**config.mk**
```make
export PLATFORM = sky130hd
export DESIGN_NAME = fdr_top
export DESIGN_NICKNAME = d
export VERILOG_FILES = /design/src/design/fdr_pwm_out.v /design/src/design/fdr_top.v
export VERILOG_INCLUDE_DIRS = /design/src /design/src/common
export SDC_FILE = /design/constraint.sdc
export NUM_CORES = 1
export LEC_CHECK = 0
export BUFFER_PORTS_ARGS = -buffer_cell sky130_fd_sc_hd__buf_2
export CELL_PAD_IN_SITES_DETAIL_PLACEMENT = 1
export CELL_PAD_IN_SITES_GLOBAL_PLACEMENT = 1
export CORE_UTILIZATION = 30
export DETAILED_ROUTE_END_ITERATION = 12
export GPL_TIMING_DRIVEN = 0
export PLACE_DENSITY_LB_ADDON = 0.1
export SKIP_CTS_REPAIR_TIMING = 1
export SLEW_MARGIN = 20
export SYNTH_ARGS = -nofsm -noshare
export SYNTH_HDL_FRONTEND = slang
export SYNTH_SLANG_ARGS = --single-unit
```
**constraint.sdc**
```tcl
create_clock -name pclk -period 3.48 [get_ports pclk]
set_clock_uncertainty 0.1 [all_clocks]
set_input_delay 0.696 -clock pclk [delete_from_list [all_inputs] [get_ports pclk]]
set_output_delay 0.696 -clock pclk [all_outputs]
set_load 0.005 [all_outputs]
```
**src/common/fdr_defines.vh**
```
// register map, field positions, reset values and ramp timing for the fan duty ramp block
// Function
// remote 2 ramp field limits duty change rate
// fast table: codes 000-011 give 37.5..7.5 s
// fast table: codes 100-111 step 8,12,24,48
// slow table: steps 1,2,3,4,8,12,24,48
// bit 7 enables remote 2 smoothing
// lock makes ramp register read-only
// three floor duty registers, reset 0x80
// floor duty scales linearly, 0xFF full
// automatic mode makes floor registers read-only
// step toward target per slot, no overshoot
`ifndef FDR_DEFINES_VH
`define FDR_DEFINES_VH

// register indexes; byte address is four times the index
`define FDR_IDX_FLOOR1      8'h64
`define FDR_IDX_FLOOR2      8'h65
`define FDR_IDX_FLOOR3      8'h66
`define FDR_IDX_RAMP        8'h62
`define FDR_IDX_STATUS      8'h61
`define FDR_IDX_W           8

// reset values
`define FDR_FLOOR_RST       8'h80
`define FDR_RAMP_RST        4'h0

// ramp register fields
`define FDR_RAMP_EN_BIT     7
`define FDR_RAMP_CODE_HI    6
`define FDR_RAMP_CODE_LO    4

// status register fields
`define FDR_STAT_ACTIVE_BIT 8

// full-scale ramp times at one-count increments, in milliseconds
`define FDR_FAST_FULL_MS    37500
`define FDR_SLOW_FULL_MS    52200
`define FDR_CLK_MHZ         200
`define FDR_FULL_STEPS      255

// pwm frame: 255 counts so that 0xFF gives a constant high level
`define FDR_PWM_LAST        8'hFE
`define FDR_DUTY_FULL       8'hFF

`endif

```
**src/design/fdr_pwm_out.v**
```verilog
// pwm generator for the remote 2 fan drive output
`timescale 1ns/1ps
`include "fdr_defines.vh"

module fdr_pwm_out (
	// clock and reset
	input  wire       pclk,
	input  wire       presetn,
	// duty in, drive out
	input  wire [7:0] duty,
	output reg        pwm_out
);

	reg [7:0] cnt_reg;

	// free-running frame counter, 255 counts per frame
	always @(posedge pclk or negedge presetn) begin
		if (!presetn) begin
			cnt_reg <= 8'h00;
		end else if (cnt_reg == `FDR_PWM_LAST) begin
			cnt_reg <= 8'h00;
		end else begin
			cnt_reg <= cnt_reg + 8'h01;
		end
	end

	// high for duty counts of 255; 0x00 stays low, 0xFF stays high
	always @(posedge pclk or negedge presetn) begin
		if (!presetn) begin
			pwm_out <= 1'b0;
		end else begin
			pwm_out <= (cnt_reg < duty);
		end
	end

endmodule // fdr_pwm_out

```
**src/design/fdr_top.v**
```verilog
// fan duty ramp and floor duty registers behind an apb slave
`timescale 1ns/1ps
`include "fdr_defines.vh"

module fdr_top #(
	parameter FAST_SLOT_CYC = ((`FDR_FAST_FULL_MS * 1000) / `FDR_FULL_STEPS) * `FDR_CLK_MHZ,
	parameter SLOW_SLOT_CYC = ((`FDR_SLOW_FULL_MS * 1000) / `FDR_FULL_STEPS) * `FDR_CLK_MHZ,
	parameter SLOT_W        = 27
) (
	// apb slave
	input  wire        pclk,
	input  wire        presetn,
	input  wire        psel,
	input  wire        penable,
	input  wire        pwrite,
	input  wire [11:0] paddr,
	input  wire [31:0] pwdata,
	output reg  [31:0] prdata,
	output reg         pready,
	output reg         pslverr,
	// settings held elsewhere in the controller, same clock
	input  wire        cfg_lock,
	input  wire        cfg_slow_table,
	input  wire        auto_mode,
	input  wire [7:0]  remote2_target_duty,
	// outputs to the fan drive
	output reg  [7:0]  floor_duty_1,
	output reg  [7:0]  floor_duty_2,
	output reg  [7:0]  floor_duty_3,
	output reg  [7:0]  remote2_duty,
	output wire        fan_drive_output
);

	reg  [3:0]        ramp_reg;
	reg  [7:0]        duty_reg;
	reg  [SLOT_W-1:0] slot_cnt_reg;
	reg  [SLOT_W-1:0] slot_last;
	reg  [7:0]        duty_next;
	reg  [31:0]       rdata_next;
	reg               err_next;
	wire [`FDR_IDX_W-1:0] idx;
	wire              setup;
	wire              wr_done;
	wire              mapped;
	wire              slot_tick;
	wire              smooth_en;
	wire [2:0]        rate_code;
	wire [7:0]        step;

	// slot increment per ramp code; fast code 3 steps by 5 so full scale takes 7.5 s
	function [7:0] step_of;
		input [2:0] code;
		input       slow;
		begin
			case (code)
				3'h0:    step_of = 8'h01;
				3'h1:    step_of = 8'h02;
				3'h2:    step_of = 8'h03;
				3'h3:    step_of = slow ? 8'h04 : 8'h05;
				3'h4:    step_of = 8'h08;
				3'h5:    step_of = 8'h0C;
				3'h6:    step_of = 8'h18;
				default: step_of = 8'h30;
			endcase
		end
	endfunction

	// register index of a byte address; upper bits must be clear
	function is_reg;
		input [11:0] addr;
		input [7:0]  want;
		begin
			is_reg = (addr[1:0] == 2'b00) && (addr[11:2] == {2'b00, want});
		end
	endfunction

	// apb decode
	assign idx     = paddr[9:2];
	assign setup   = psel & ~penable;
	assign wr_done = psel & penable & pready & pwrite;
	assign mapped  = is_reg(paddr, `FDR_IDX_FLOOR1) | is_reg(paddr, `FDR_IDX_FLOOR2) |
	                 is_reg(paddr, `FDR_IDX_FLOOR3) | is_reg(paddr, `FDR_IDX_RAMP) |
	                 is_reg(paddr, `FDR_IDX_STATUS);

	// read mux, sampled in the setup cycle so prdata leaves a flip-flop
	always @* begin
		rdata_next = 32'h0000_0000;
		err_next   = ~mapped;
		if (mapped) begin
			case (idx)
				`FDR_IDX_FLOOR1: rdata_next[7:0] = floor_duty_1;
				`FDR_IDX_FLOOR2: rdata_next[7:0] = floor_duty_2;
				`FDR_IDX_FLOOR3: rdata_next[7:0] = floor_duty_3;
				`FDR_IDX_RAMP:   rdata_next[7:4] = ramp_reg;
				`FDR_IDX_STATUS: begin
					rdata_next[7:0]                  = duty_reg;
					rdata_next[`FDR_STAT_ACTIVE_BIT] = (duty_reg != remote2_target_duty);
				end
				default:         rdata_next = 32'h0000_0000;
			endcase
		end
	end

	// no wait state: answer in the first access cycle, so an access takes the minimum two cycles
	always @(posedge pclk or negedge presetn) begin
		if (!presetn) begin
			pready  <= 1'b0;
			pslverr <= 1'b0;
			prdata  <= 32'h0000_0000;
		end else begin
			pready  <= setup;
			pslverr <= setup & err_next;
			prdata  <= (setup & ~pwrite) ? rdata_next : 32'h0000_0000;
		end
	end

	// floor duty registers; automatic mode drops writes silently
	always @(posedge pclk or negedge presetn) begin
		if (!presetn) begin
			floor_duty_1 <= `FDR_FLOOR_RST;
			floor_duty_2 <= `FDR_FLOOR_RST;
			floor_duty_3 <= `FDR_FLOOR_RST;
		end else if (wr_done && !auto_mode) begin
			if (is_reg(paddr, `FDR_IDX_FLOOR1)) begin
				floor_duty_1 <= pwdata[7:0];
			end
			if (is_reg(paddr, `FDR_IDX_FLOOR2)) begin
				floor_duty_2 <= pwdata[7:0];
			end
			if (is_reg(paddr, `FDR_IDX_FLOOR3)) begin
				floor_duty_3 <= pwdata[7:0];
			end
		end
	end

	// ramp and smoothing register; lock turns it read-only
	always @(posedge pclk or negedge presetn) begin
		if (!presetn) begin
			ramp_reg <= `FDR_RAMP_RST;
		end else if (wr_done && !cfg_lock && is_reg(paddr, `FDR_IDX_RAMP)) begin
			ramp_reg <= pwdata[`FDR_RAMP_EN_BIT:`FDR_RAMP_CODE_LO];
		end
	end

	assign smooth_en = ramp_reg[3];
	assign rate_code = ramp_reg[2:0];
	assign step      = step_of(rate_code, cfg_slow_table);

	// slot length follows the table select bit
	always @* begin
		if (cfg_slow_table) begin
			slot_last = SLOW_SLOT_CYC[SLOT_W-1:0] - {{(SLOT_W-1){1'b0}}, 1'b1};
		end else begin
			slot_last = FAST_SLOT_CYC[SLOT_W-1:0] - {{(SLOT_W-1){1'b0}}, 1'b1};
		end
	end

	// slot timer; a table switch mid-slot shortens the slot at worst
	always @(posedge pclk or negedge presetn) begin
		if (!presetn) begin
			slot_cnt_reg <= {SLOT_W{1'b0}};
		end else if (slot_cnt_reg >= slot_last) begin
			slot_cnt_reg <= {SLOT_W{1'b0}};
		end else begin
			slot_cnt_reg <= slot_cnt_reg + {{(SLOT_W-1){1'b0}}, 1'b1};
		end
	end

	assign slot_tick = (slot_cnt_reg >= slot_last);

	// duty walks toward target by one step per slot, clamped at target
	always @* begin
		duty_next = duty_reg;
		if (!smooth_en) begin
			duty_next = remote2_target_duty;
		end else if (slot_tick) begin
			if (remote2_target_duty > duty_reg) begin
				if (remote2_target_duty - duty_reg <= step) begin
					duty_next = remote2_target_duty;
				end else begin
					duty_next = duty_reg + step;
				end
			end else if (remote2_target_duty < duty_reg) begin
				if (duty_reg - remote2_target_duty <= step) begin
					duty_next = remote2_target_duty;
				end else begin
					duty_next = duty_reg - step;
				end
			end
		end
	end

	// current duty state and its registered copy for the output port
	always @(posedge pclk or negedge presetn) begin
		if (!presetn) begin
			duty_reg     <= 8'h00;
			remote2_duty <= 8'h00;
		end else begin
			duty_reg     <= duty_next;
			remote2_duty <= duty_next;
		end
	end

	// fan drive pin, registered inside the generator
	fdr_pwm_out u_pwm (
		.pclk    (pclk),
		.presetn (presetn),
		.duty    (duty_reg),
		.pwm_out (fan_drive_output)
	);

endmodule // fdr_top

```
# Word level (Yosys, flattened, before mapping)
# Index checks and enable logic that the tools add are counted.
totals:
  reg_bits: 106
  in_bits: 60
  out_inout_bits: 67
op_classes:
  n_lt_le_gt_ge: 6
  n_reduce_logical: 16
  bitwise_logic: 13
  eq_ne: 20
  n_addsub: 6
  mux: 16
ops:
  columns: ["op", "count"]
  rows:
  - ["2-to-1 mux 8 bit", 7]
  - ["== test 10 x 7 -> 1 bit (second input constant)", 5]
  - ["case mux 6 bit (7 select lines)", 1]
  - ["== test 8 x 7 -> 1 bit (second input constant)", 5]
  - ["2-to-1 mux 32 bit", 1]
  - ["adder 27 x 1 -> 27 bit (second input constant)", 1]
  - ["greater-or-equal comparator 27 bit", 1]
  - ["2-to-1 mux 27 bit", 1]
  - ["2-to-1 mux 26 bit", 1]
  - ["subtractor 8 bit", 3]
  - ["case mux 4 bit (5 select lines)", 1]
  - ["less-or-equal comparator 8 bit", 2]
  - ["< comparator 8 bit", 2]
  - ["case mux 4 bit (4 select lines)", 1]
  - ["== test 3 bit (second input constant)", 3]
  - ["2-to-1 mux 9 bit", 1]
  - ["adder 8 x 1 -> 8 bit (second input constant)", 1]
  - ["adder 8 bit", 1]
  - ["== test 8 bit (second input constant)", 1]
  - ["> comparator 8 bit", 1]
  - ["logical AND 1 bit", 8]
  - ["!= test 8 bit", 1]
  - ["AND reduction 2 bit", 4]
  - ["bitwise AND 1 bit", 6]
  - ["10 further kinds", 18]

# Longest topological paths before layout
# Gate-level depths: netlist of the first run.
depth:
  ltp_word: 8
  ltp_mapped: 17

# Modules after synthesis
# From an unflattened synthesis of the first run, not the netlist that was laid out.
hier_totals:
  cells_unflattened: 681
  area_unflattened_um2: 6286.0
by_module_without_submodules:
  columns: ["module", "area_per_inst_um2", "instances", "cells_each", "seq_area_each_um2"]
  rows:
  - ["fdr_top", 5688.0, 1, 615, 1855.5]
  - ["fdr_pwm_out", 598.1, 1, 66, 225.2]

# Worst setup path before layout of the first run
# Ideal clock, no wire load.
synth_timing:
  path_kind: "input-to-reg"
  startpoint: "in remote2_target_duty[2]"
  endpoint: "reg duty_reg[3]"
  arrival_ns: 3.451
  n_path_buf: 1
  t_required_ns: 3.245
  cell_stages: 17
  slack_ns: -0.206
  setup_ns: 0.135
  path_cell_list: "inv_1 -> ha_1 -> buf_6 -> a21oi_2 -> nand2_1 -> a21o_1 -> a21oi_1 -> xnor2_1 -> ha_1 -> o21a_1 -> o22ai_1 -> a31oi_1 -> a221oi_4 -> or3_4 -> or4_4 -> o21ai_2 -> o31ai_2"
synth_between:
  elab_chain_len: 7
synth_lines:
  columns: ["item", "line", "text"]
  rows:
  - ["start, declared", "fdr_top.v:25", "input wire [7:0] remote2_target_duty,"]
  - ["subtractor 8 bit", "fdr_top.v:184", "if (duty_reg - remote2_target_duty <= step) begin"]
  - ["less-or-equal comparator 8 bit", "fdr_top.v:184", null]
  - ["2-to-1 mux 8 bit", "fdr_top.v:184", null]
  - ["2-to-1 mux 8 bit", "fdr_top.v:183", "end else if (remote2_target_duty < duty_reg) begin"]
  - ["2-to-1 mux 8 bit", "fdr_top.v:177", "if (remote2_target_duty > duty_reg) begin"]
  - ["2-to-1 mux 8 bit", "fdr_top.v:176", "end else if (slot_tick) begin"]
  - ["2-to-1 mux 8 bit", "fdr_top.v:174", "if (!smooth_en) begin"]
  - ["end signal, assigned", "fdr_top.v:199", "duty_reg <= duty_next;"]
  - ["end, declared", "fdr_top.v:35", "reg [7:0] duty_reg;"]
# Parallel ways exist; a longest one is shown, timed or not. The select of a mux whose other input is x is not followed.
# A chain may end at the register's enable or synchronous reset.

# Worst setup path after layout of the first run
layout_timing:
  startpoint: "in remote2_target_duty[0]"
  endpoint: "reg duty_reg[3]"
# Same word-level chain as after synthesis.

==> results of run 1 <==
## metal layers
metal / vias to the layer above / GRT usage / share of wire
met2: 108 / 0.289 / 0.46
li1: 2481 / - / -
met1: 2507 / 0.246 / 0.49
met4: 0 / 0.0427 / 0.011
met3: 14 / 0.0275 / 0.039
met5: - / 0 / 0
## power by group
group	internal, mW	switching (mW)
sequential	0.972	0.0142
clock	0.578	0.448
combinational	0.227	0.281
## cell families (layout without fill, tap and decap cells)
group | count (synthesis) | in the layout | synth area share
XOR/XNOR | 40 | 40 | 0.0577
buffers and inverters | 69 | 185 | 0.0587
other | 1 | 23 | 0.000617
adder cells (fa/ha/maj) | 65 | 65 | 0.139
flip-flops | 83 | 83 | 0.343
AND/OR/NAND/NOR | 211 | 211 | 0.176
multiplexers | 39 | 39 | 0.0721
AO/OA/AOI/OAI | 127 | 127 | 0.153
## cell type report
type / instances / area [um2]
Inverter: 32 / 133
Multi-Input combinational cell: 505 / 3850
Clock inverter: 7 / 90.1
Timing Repair Buffer: 101 / 592
Fill cell: 2309 / 12100
Sequential cell: 83 / 2090
Buffer: 36 / 225
Clock buffer: 9 / 225
Tap cell: 265 / 332
## per-stage QoR
step	hold WS (ns)	cells	power (mW)	util
after floorplan	0.300	657	1.30	-
after global placement	0.378	1001	1.44	0.352
after detailed placement	0.391	1002	1.46	0.353
after CTS	0.302	1018	2.50	0.369
after global routing	0.333	1038	2.65	0.383
final	0.292	1038	2.52	0.383
## layout by cell type (no fill, tap or decap), types with 4 or more instances in the layout
cell        n
clkbuf_1   10
a21oi_2     7
nand4_1    12
xor2_1     23
nor2_1     61
nand2b_1    6
or3_1       5
buf_2      79
o211ai_1    4
and2_1      4
o21a_1      9
a222oi_1    5
conb_1     23
dfrtp_1    76
nand2_1    44
clkbuf_16   9
inv_1      29
and3_1     10
dfrtp_2     4
a21oi_1    21
ha_1       57
o21ai_0    21
mux2_2     38
nor2b_1    12
xnor2_1    17
a21o_1     11
a22o_1      4
nor3_1     13
buf_4      43
o21ai_1     5
nand3_1    21
## path summary, 6_finish.rpt
kind / endpoint / slack (ns) / from
worst max-delay path: duty_reg[3] / -0.17 / remote2_target_duty[0]
worst min-delay path: prdata[1] / 0.29 / presetn
worst max register to register: duty_reg[3] / -0.16 / duty_reg[1]
worst min register to register: slot_cnt_reg[0] / 0.40 / slot_cnt_reg[0]
max in group asynchronous: floor_duty_3[7] / 2.29 / presetn
min in group pclk: slot_cnt_reg[0] / 0.40 / slot_cnt_reg[0]
## worst max-delay path: stages
cell	delay (ns)
clkbuf_4	0.15
inv_1	0.05
ha_2	0.20
fa_2	0.41
nor2b_4	0.13
o21ai_0	0.08
a21oi_1	0.19
ha_1	0.28
nand4_1	0.12
o22ai_2	0.10
a31oi_4	0.19
a221oi_4	0.08
or3_4	0.39
or4_4	0.55
o21ai_2	0.08
o31ai_2	0.07
==> impl_metrics.toml, run 1 <==
[yosys]
synth_cell_type_count = 67
yosysSeqAreaShare = 0.343
yosysMostFrequentCell = "dfrtp_1"
ys_ff_latch = 83
yosysWarnings = 0
synth_top_area_share = 0.330
netlist_area_mm2 = 0.00607
syn_inst = 635
synth_edf_count = 0
synthTopCellsByArea = "dfrtp_1 33%, ha_1 13%, mux2_2 7.0%"
avgSynthCellArea_um2 = 9.56
synth_area_leader_cell = "dfrtp_1"
yosys-top-cells-count = "80 x dfrtp_1, 61 x ha_1, 61 x nor2_1, 45 x nand2_1, 38 x mux2_2"
synth_flop_cell = "dfrtp_1"
async_reset_ff_frac = 1.00

[floorplan]
start_util = 0.309
fp.dieH_um = 144
io_pins = 127
die_width_um = 144
dieArea_mm2 = 0.0208
core-area_mm2 = 0.0197
rows = 51

[global_routing]
grt_first_pass_wirelength_um = 28400
grt_max_degree = 50
grt.total_usage = 0.178
antenna_found_initial = 0
gr-total-overflow = 0
grt_pass1_vias = 5262

[critical_path]
end_kind = "flop"
crit_type = "input port to flop"
crit_arrival_ns = 3.76
cp_max_fo = 5
reg2reg_depth = 15
cp.required_ns = 3.59
start_kind = "input port"

[placement]
port_buffers = 79
dp_hpwl_um = 13800
pre_cts_ws_ns = -0.719
placed_area_mm2 = 0.00695
globalplace.congestion = 0.790

[clock_tree]
htreeDepth = 3
cts_buffers = 9
clk_path_buf_depth = 2
clk-insertion-delay-late_ns = 0.34
root_buffer = "clkbuf_16"
tritoncts = "done"
clkTransAtPathRegs_ns = 0.07
clock_sink_count = 83

[route]
drc = 0
antenna_left = 0
drt_wl_total_um = 17800
drt_iter0_drc = 164
viasPerCell = 4.92
post_drt_wl_per_cell_um = 17.2
first_pass_iters = 4
vias = 5110

[sta]
fin_ws_ns = -0.169
rsz0062_at_grt = "true"
max_freq_ghz = 0.274
period_share = 1.05
setup_tns_ns = -0.731
finalHoldViolations = 0
maxSlewHeadroom = 0.421
setup_viol = 6
maxSlewViolCount = 0
worstMarginPinSlew_ns = 0.866
finalCriticalPeriod_ns = 3.65

[status]
status = "finished, violations left"
failed_checks = "negative setup slack"

[run]
maxCapViolations = 0

[worst_hold_path]
worstHoldPathType = "input port to async pin"

[power]
p_leak_nw = 3.64
ir_drop_uv = 204
power.density_mw_per_mm2 = 335

[final_layout]
design_area_mm2 = 0.00753
syn_to_final_growth_pct = 24.0
fin_nets = 893
largest_register_ffs = 27
antenna_cells = 0
drive_gt1_frac = 0.304
(Power assumes the default switching activity.)
==> run 2, diff against run 1 <==
--- a/config.mk
+++ b/config.mk
@@ -8,2 +8,3 @@
 export LEC_CHECK = 0
+export ABC_CLOCK_PERIOD_IN_PS = 3480
 export BUFFER_PORTS_ARGS = -buffer_cell sky130_fd_sc_hd__buf_2
--- a/constraint.sdc
+++ b/constraint.sdc
@@ -4,2 +4,2 @@
 set_output_delay 0.696 -clock pclk [all_outputs]
-set_load 0.005 [all_outputs]
+set_load 0.05 [all_outputs]
==> run 2 against run 1 <==
The run still ends with negative setup slack left. Via count is 0.47% higher. Clock power is 5% higher. Clock-buffer cell count is 2 higher. Largest power group unchanged. Power is 6.3% higher. Flip-flop and latch count stayed put. Die area stayed put.
==> impl_metrics.toml, run 2 (synthesized netlist as in run 1, its figures left out) <==
[clock_tree]
clock_sink_count = 83
root_buffer = "clkbuf_16"
clk-insertion-delay-late_ns = 0.34
htreeDepth = 3
tritoncts = "done"
clk_path_buf_depth = 2
clkTransAtPathRegs_ns = 0.07
cts_buffers = 9

[placement]
placed_area_mm2 = 0.00695
globalplace.congestion = 0.813
dp_hpwl_um = 13900
pre_cts_ws_ns = -0.779
placedCellCount = 1002
port_buffers = 79

[floorplan]
dieArea_mm2 = 0.0208
core-area_mm2 = 0.0197
start_util = 0.309
fp.dieH_um = 144
die_width_um = 144
rows = 51
io_pins = 127

[sta]
maxSlewHeadroom = 0.390
finalHoldViolations = 0
maxSlewViolCount = 0
fin_ws_ns = -0.0365
setup_viol = 1
period_share = 1.01
worstMarginPinSlew_ns = 0.911
whs_ns = 0.269
rsz0062_at_grt = "true"
finalCriticalPeriod_ns = 3.52
max_freq_ghz = 0.284

[final_layout]
fin_nets = 895
antenna_cells = 0
final_cell_mix = "78 x buf_2, 76 x dfrtp_1, 61 x nor2_1, 56 x ha_1, 45 x buf_4"
syn_to_final_growth_pct = 25.4
drive_gt1_frac = 0.312
largest_register_ffs = 27
design_area_mm2 = 0.00761
final_common_cell = "buf_2"
instances_no_fill = 1040
fin_util = 0.387

[global_routing]
antenna_found_initial = 0
grt_first_pass_wirelength_um = 27800
grt.total_usage = 0.176
grt_max_degree = 48
grt_pass1_vias = 5121
gr-total-overflow = 0

[route]
antenna_left = 0
first_pass_iters = 4
drc = 0
drt_wl_total_um = 18100
drt_iter0_drc = 214
post_drt_wl_per_cell_um = 17.4
viasPerCell = 4.94
vias = 5134

[critical_path]
crit_type = "flop to flop"
end_kind = "flop"
cp_max_fo = 7
start_kind = "flop"
crit_arrival_ns = 3.63
cp.required_ns = 3.60

[power]
ir_drop_uv = 245
p_leak_nw = 3.67
power.density_mw_per_mm2 = 352

[status]
status = "finished, violations left"
failed_checks = "negative setup slack"

[run]
maxCapViolations = 0

[worst_hold_path]
worstHoldPathType = "input port to async pin"
[run 2: final timing paths]
check | start | endpoint | slack (ns) | depth (start not counted)
max in group asynchronous | presetn | floor_duty_3[7] | 2.32 | 2
hold / removal | presetn | floor_duty_1[1] | 0.27 | 1
min in group pclk | slot_cnt_reg[0] | slot_cnt_reg[0] | 0.40 | 1
setup reg to reg | duty_reg[0] | duty_reg[3] | -0.04 | 15
hold reg to reg | slot_cnt_reg[0] | slot_cnt_reg[0] | 0.40 | 1
setup / recovery | duty_reg[0] | duty_reg[3] | -0.04 | 15
[run 2: per-stage QoR]
| step | setup TNS (ns) | power (mW) |
|---|---|---|
| after floorplan | -0.222 | 1.38 |
| after global placement | -4.80 | 1.51 |
| after detailed placement | -5.21 | 1.53 |
| after CTS | -2.85 | 2.62 |
| after global routing | -0.911 | 2.80 |
| final | -0.0365 | 2.68 |
[run 2: metal layers]
layer,track usage,up-vias,share of wire
met5,0,-,0
met4,0.0504,0,0.018
met3,0.0318,21,0.050
met2,0.268,115,0.44
met1,0.251,2518,0.49
li1,-,2480,-
[run 2: cell type report]
class                           count  area (um2)
Inverter                           32         129
Sequential cell                    83        2090
Tap cell                          265         332
Multi-Input combinational cell    505        3890
Clock buffer                       11         243
Timing Repair Buffer              103         629
Buffer                             36         225
Fill cell                        2319       12000
Clock inverter                      5        85.1
[run 2: where the power goes]
part	switching, mW	internal [mW]	leakage (nW)
sequential	0.0134	0.972	1.10
clock	0.423	0.655	0.162
combinational	0.368	0.248	2.41
total	0.804	1.87	3.67
[run 2: worst max-delay path, cell delays in order (launching register included)]
cell and delay [ns]:
dfrtp_2 0.43, buf_4 0.15, ha_4 0.16, fa_2 0.42, nor2b_4 0.16, o31a_4 0.15, a21oi_2 0.04, ha_1 0.32
nand4_1 0.09, o22ai_2 0.11, a31oi_4 0.18, a221oi_4 0.08, or3_4 0.41, or4_4 0.44, o21ai_2 0.08, o31ai_2 0.07
==> run 3, diff against run 2 <==
ABC_CLOCK_PERIOD_IN_PS = 3800   (was 3480)
clock period = 3.8 ns   (was 3.48 ns; I/O delays follow)
==> run 3 against run 2 <==
The run now ends clean. Register-to-register slack improved by 0.20 ns. Final cell count fell by 0.19%. Routed wire length fell by 0.85%. Critical path type is now input port to flop. Largest cell class unchanged. Largest power group unchanged.
==> impl_metrics.toml, run 3 (synthesized netlist as in run 1, its figures left out) <==
[critical_path]
crit_arrival_ns = 3.86
start_kind = "input port"
cp.required_ns = 3.93
crit_type = "input port to flop"
end_kind = "flop"
cp_max_fo = 6

[placement]
globalplace.congestion = 0.817
dp_hpwl_um = 14000
port_buffers = 79
placedCellCount = 1002
placed_area_mm2 = 0.00691

[status]
status = "finished clean"

[floorplan]
fp.dieH_um = 144
start_util = 0.309
dieArea_mm2 = 0.0208
core-area_mm2 = 0.0197
die_width_um = 144
rows = 51
io_pins = 127

[route]
drc = 0
drt_iter0_drc = 111
vias = 5125
drt_wl_total_um = 18000
first_pass_iters = 7
viasPerCell = 4.94
post_drt_wl_per_cell_um = 17.3
antenna_left = 0

[worst_hold_path]
worstHoldPathType = "input port to async pin"

[clock_tree]
root_buffer = "clkbuf_16"
cts_buffers = 9
clk_path_buf_depth = 2
htreeDepth = 3
clk-insertion-delay-late_ns = 0.35
tritoncts = "done"
clock_sink_count = 83
clkTransAtPathRegs_ns = 0.08

[sta]
finalCriticalPeriod_ns = 3.73
max_freq_ghz = 0.268
maxSlewHeadroom = 0.402
worstMarginPinSlew_ns = 0.894
maxSlewViolCount = 0
rsz0062_at_grt = "true"
finalHoldViolations = 0
period_share = 0.981
setup_viol = 0

[power]
internal_power_mw = 1.57
ir_drop_uv = 239
power.density_mw_per_mm2 = 313
netSwitchingPower_uw = 770
comb_power_share = 0.227
switching_share = 0.329
p_leak_nw = 3.64
p_seq_frac = 0.386
clkPwrFrac = 0.388

[global_routing]
grt_first_pass_wirelength_um = 28400
grt_max_degree = 44
antenna_found_initial = 0
grt.total_usage = 0.178
gr-total-overflow = 0
grt_pass1_vias = 5206

[final_layout]
syn_to_final_growth_pct = 23.0
final_common_cell = "buf_2"
instances_no_fill = 1038
final_cell_mix = "80 x buf_2, 77 x dfrtp_1, 61 x nor2_1, 59 x ha_1, 44 x buf_4"
fin_nets = 893
design_area_mm2 = 0.00747
drive_gt1_frac = 0.292
largest_register_ffs = 27
antenna_cells = 0

[run]
maxCapViolations = 0
==> run 3: critical path: stages <==
cell        delay, ns
buf_4            0.11
clkinvlp_4       0.14
buf_4            0.17
fa_1             0.45
a21o_1           0.23
a21oi_2          0.17
xnor2_1          0.08
ha_1             0.29
o21a_1           0.13
o22ai_2          0.08
a21oi_2          0.18
a211oi_4         0.04
buf_4            0.18
nor3_4           0.26
nand2b_4         0.23
a21oi_1          0.08
mux2_2           0.26
==> run 3: per-layer routing <==
layer / vias to the layer above / track usage / routed length (um)
li1: 2479 / - / -
met1: 2526 / 0.246 / 8790
met2: 103 / 0.288 / 8240
met3: 17 / 0.0268 / 677
met4: 0 / 0.0493 / 244
met5: - / 0 / 0
==> run 3: power groups by stage <==
stage	Sequential [mW]	Combinational, mW	Clock (mW)
6_report	0.901	0.530	0.906
5_1_grt	0.903	0.580	0.963
4_1_cts	0.904	0.475	0.935
3_5_place_dp	0.921	0.472	0
3_3_place_gp	0.922	0.457	0
2_1_floorplan	0.937	0.319	0
==> run 3: cell type report <==
type / count / area (um2)
fill: 2295 / 12200
multi-input combinational: 505 / 3810
sequential: 83 / 2080
timing repair buffer: 100 / 582
tap: 265 / 332
buffer: 37 / 236
clock buffer: 9 / 225
inverter: 32 / 124
clock inverter: 7 / 76.3
==> run 3: metrics by stage <==
step | hold WS, ns | setup slack (ns) | TNS (ns) | util | power [mW]
final | 0.296 | 0.0709 | 0 | 0.380 | 2.34
after CTS | 0.312 | -0.163 | -0.890 | 0.367 | 2.31
after global placement | 0.374 | -0.486 | -3.18 | 0.350 | 1.38
after global routing | 0.335 | -0.0775 | -0.281 | 0.380 | 2.45
after floorplan | 0.348 | 0.0497 | 0 | - | 1.26
after detailed placement | 0.376 | -0.533 | -3.75 | 0.352 | 1.39
==> run 3: path summary, 6_finish.rpt <==
kind	start	end	slack, ns	cells after the start
worst min register to register	slot_cnt_reg[0]	slot_cnt_reg[0]	0.39	1
min in group pclk	slot_cnt_reg[0]	slot_cnt_reg[0]	0.39	1
worst min-delay path	presetn	floor_duty_1[0]	0.30	1
worst max register to register	duty_reg[1]	duty_reg[0]	0.16	16
worst max-delay path	remote2_target_duty[1]	duty_reg[0]	0.07	17
max in group asynchronous	presetn	floor_duty_2[7]	2.62	2
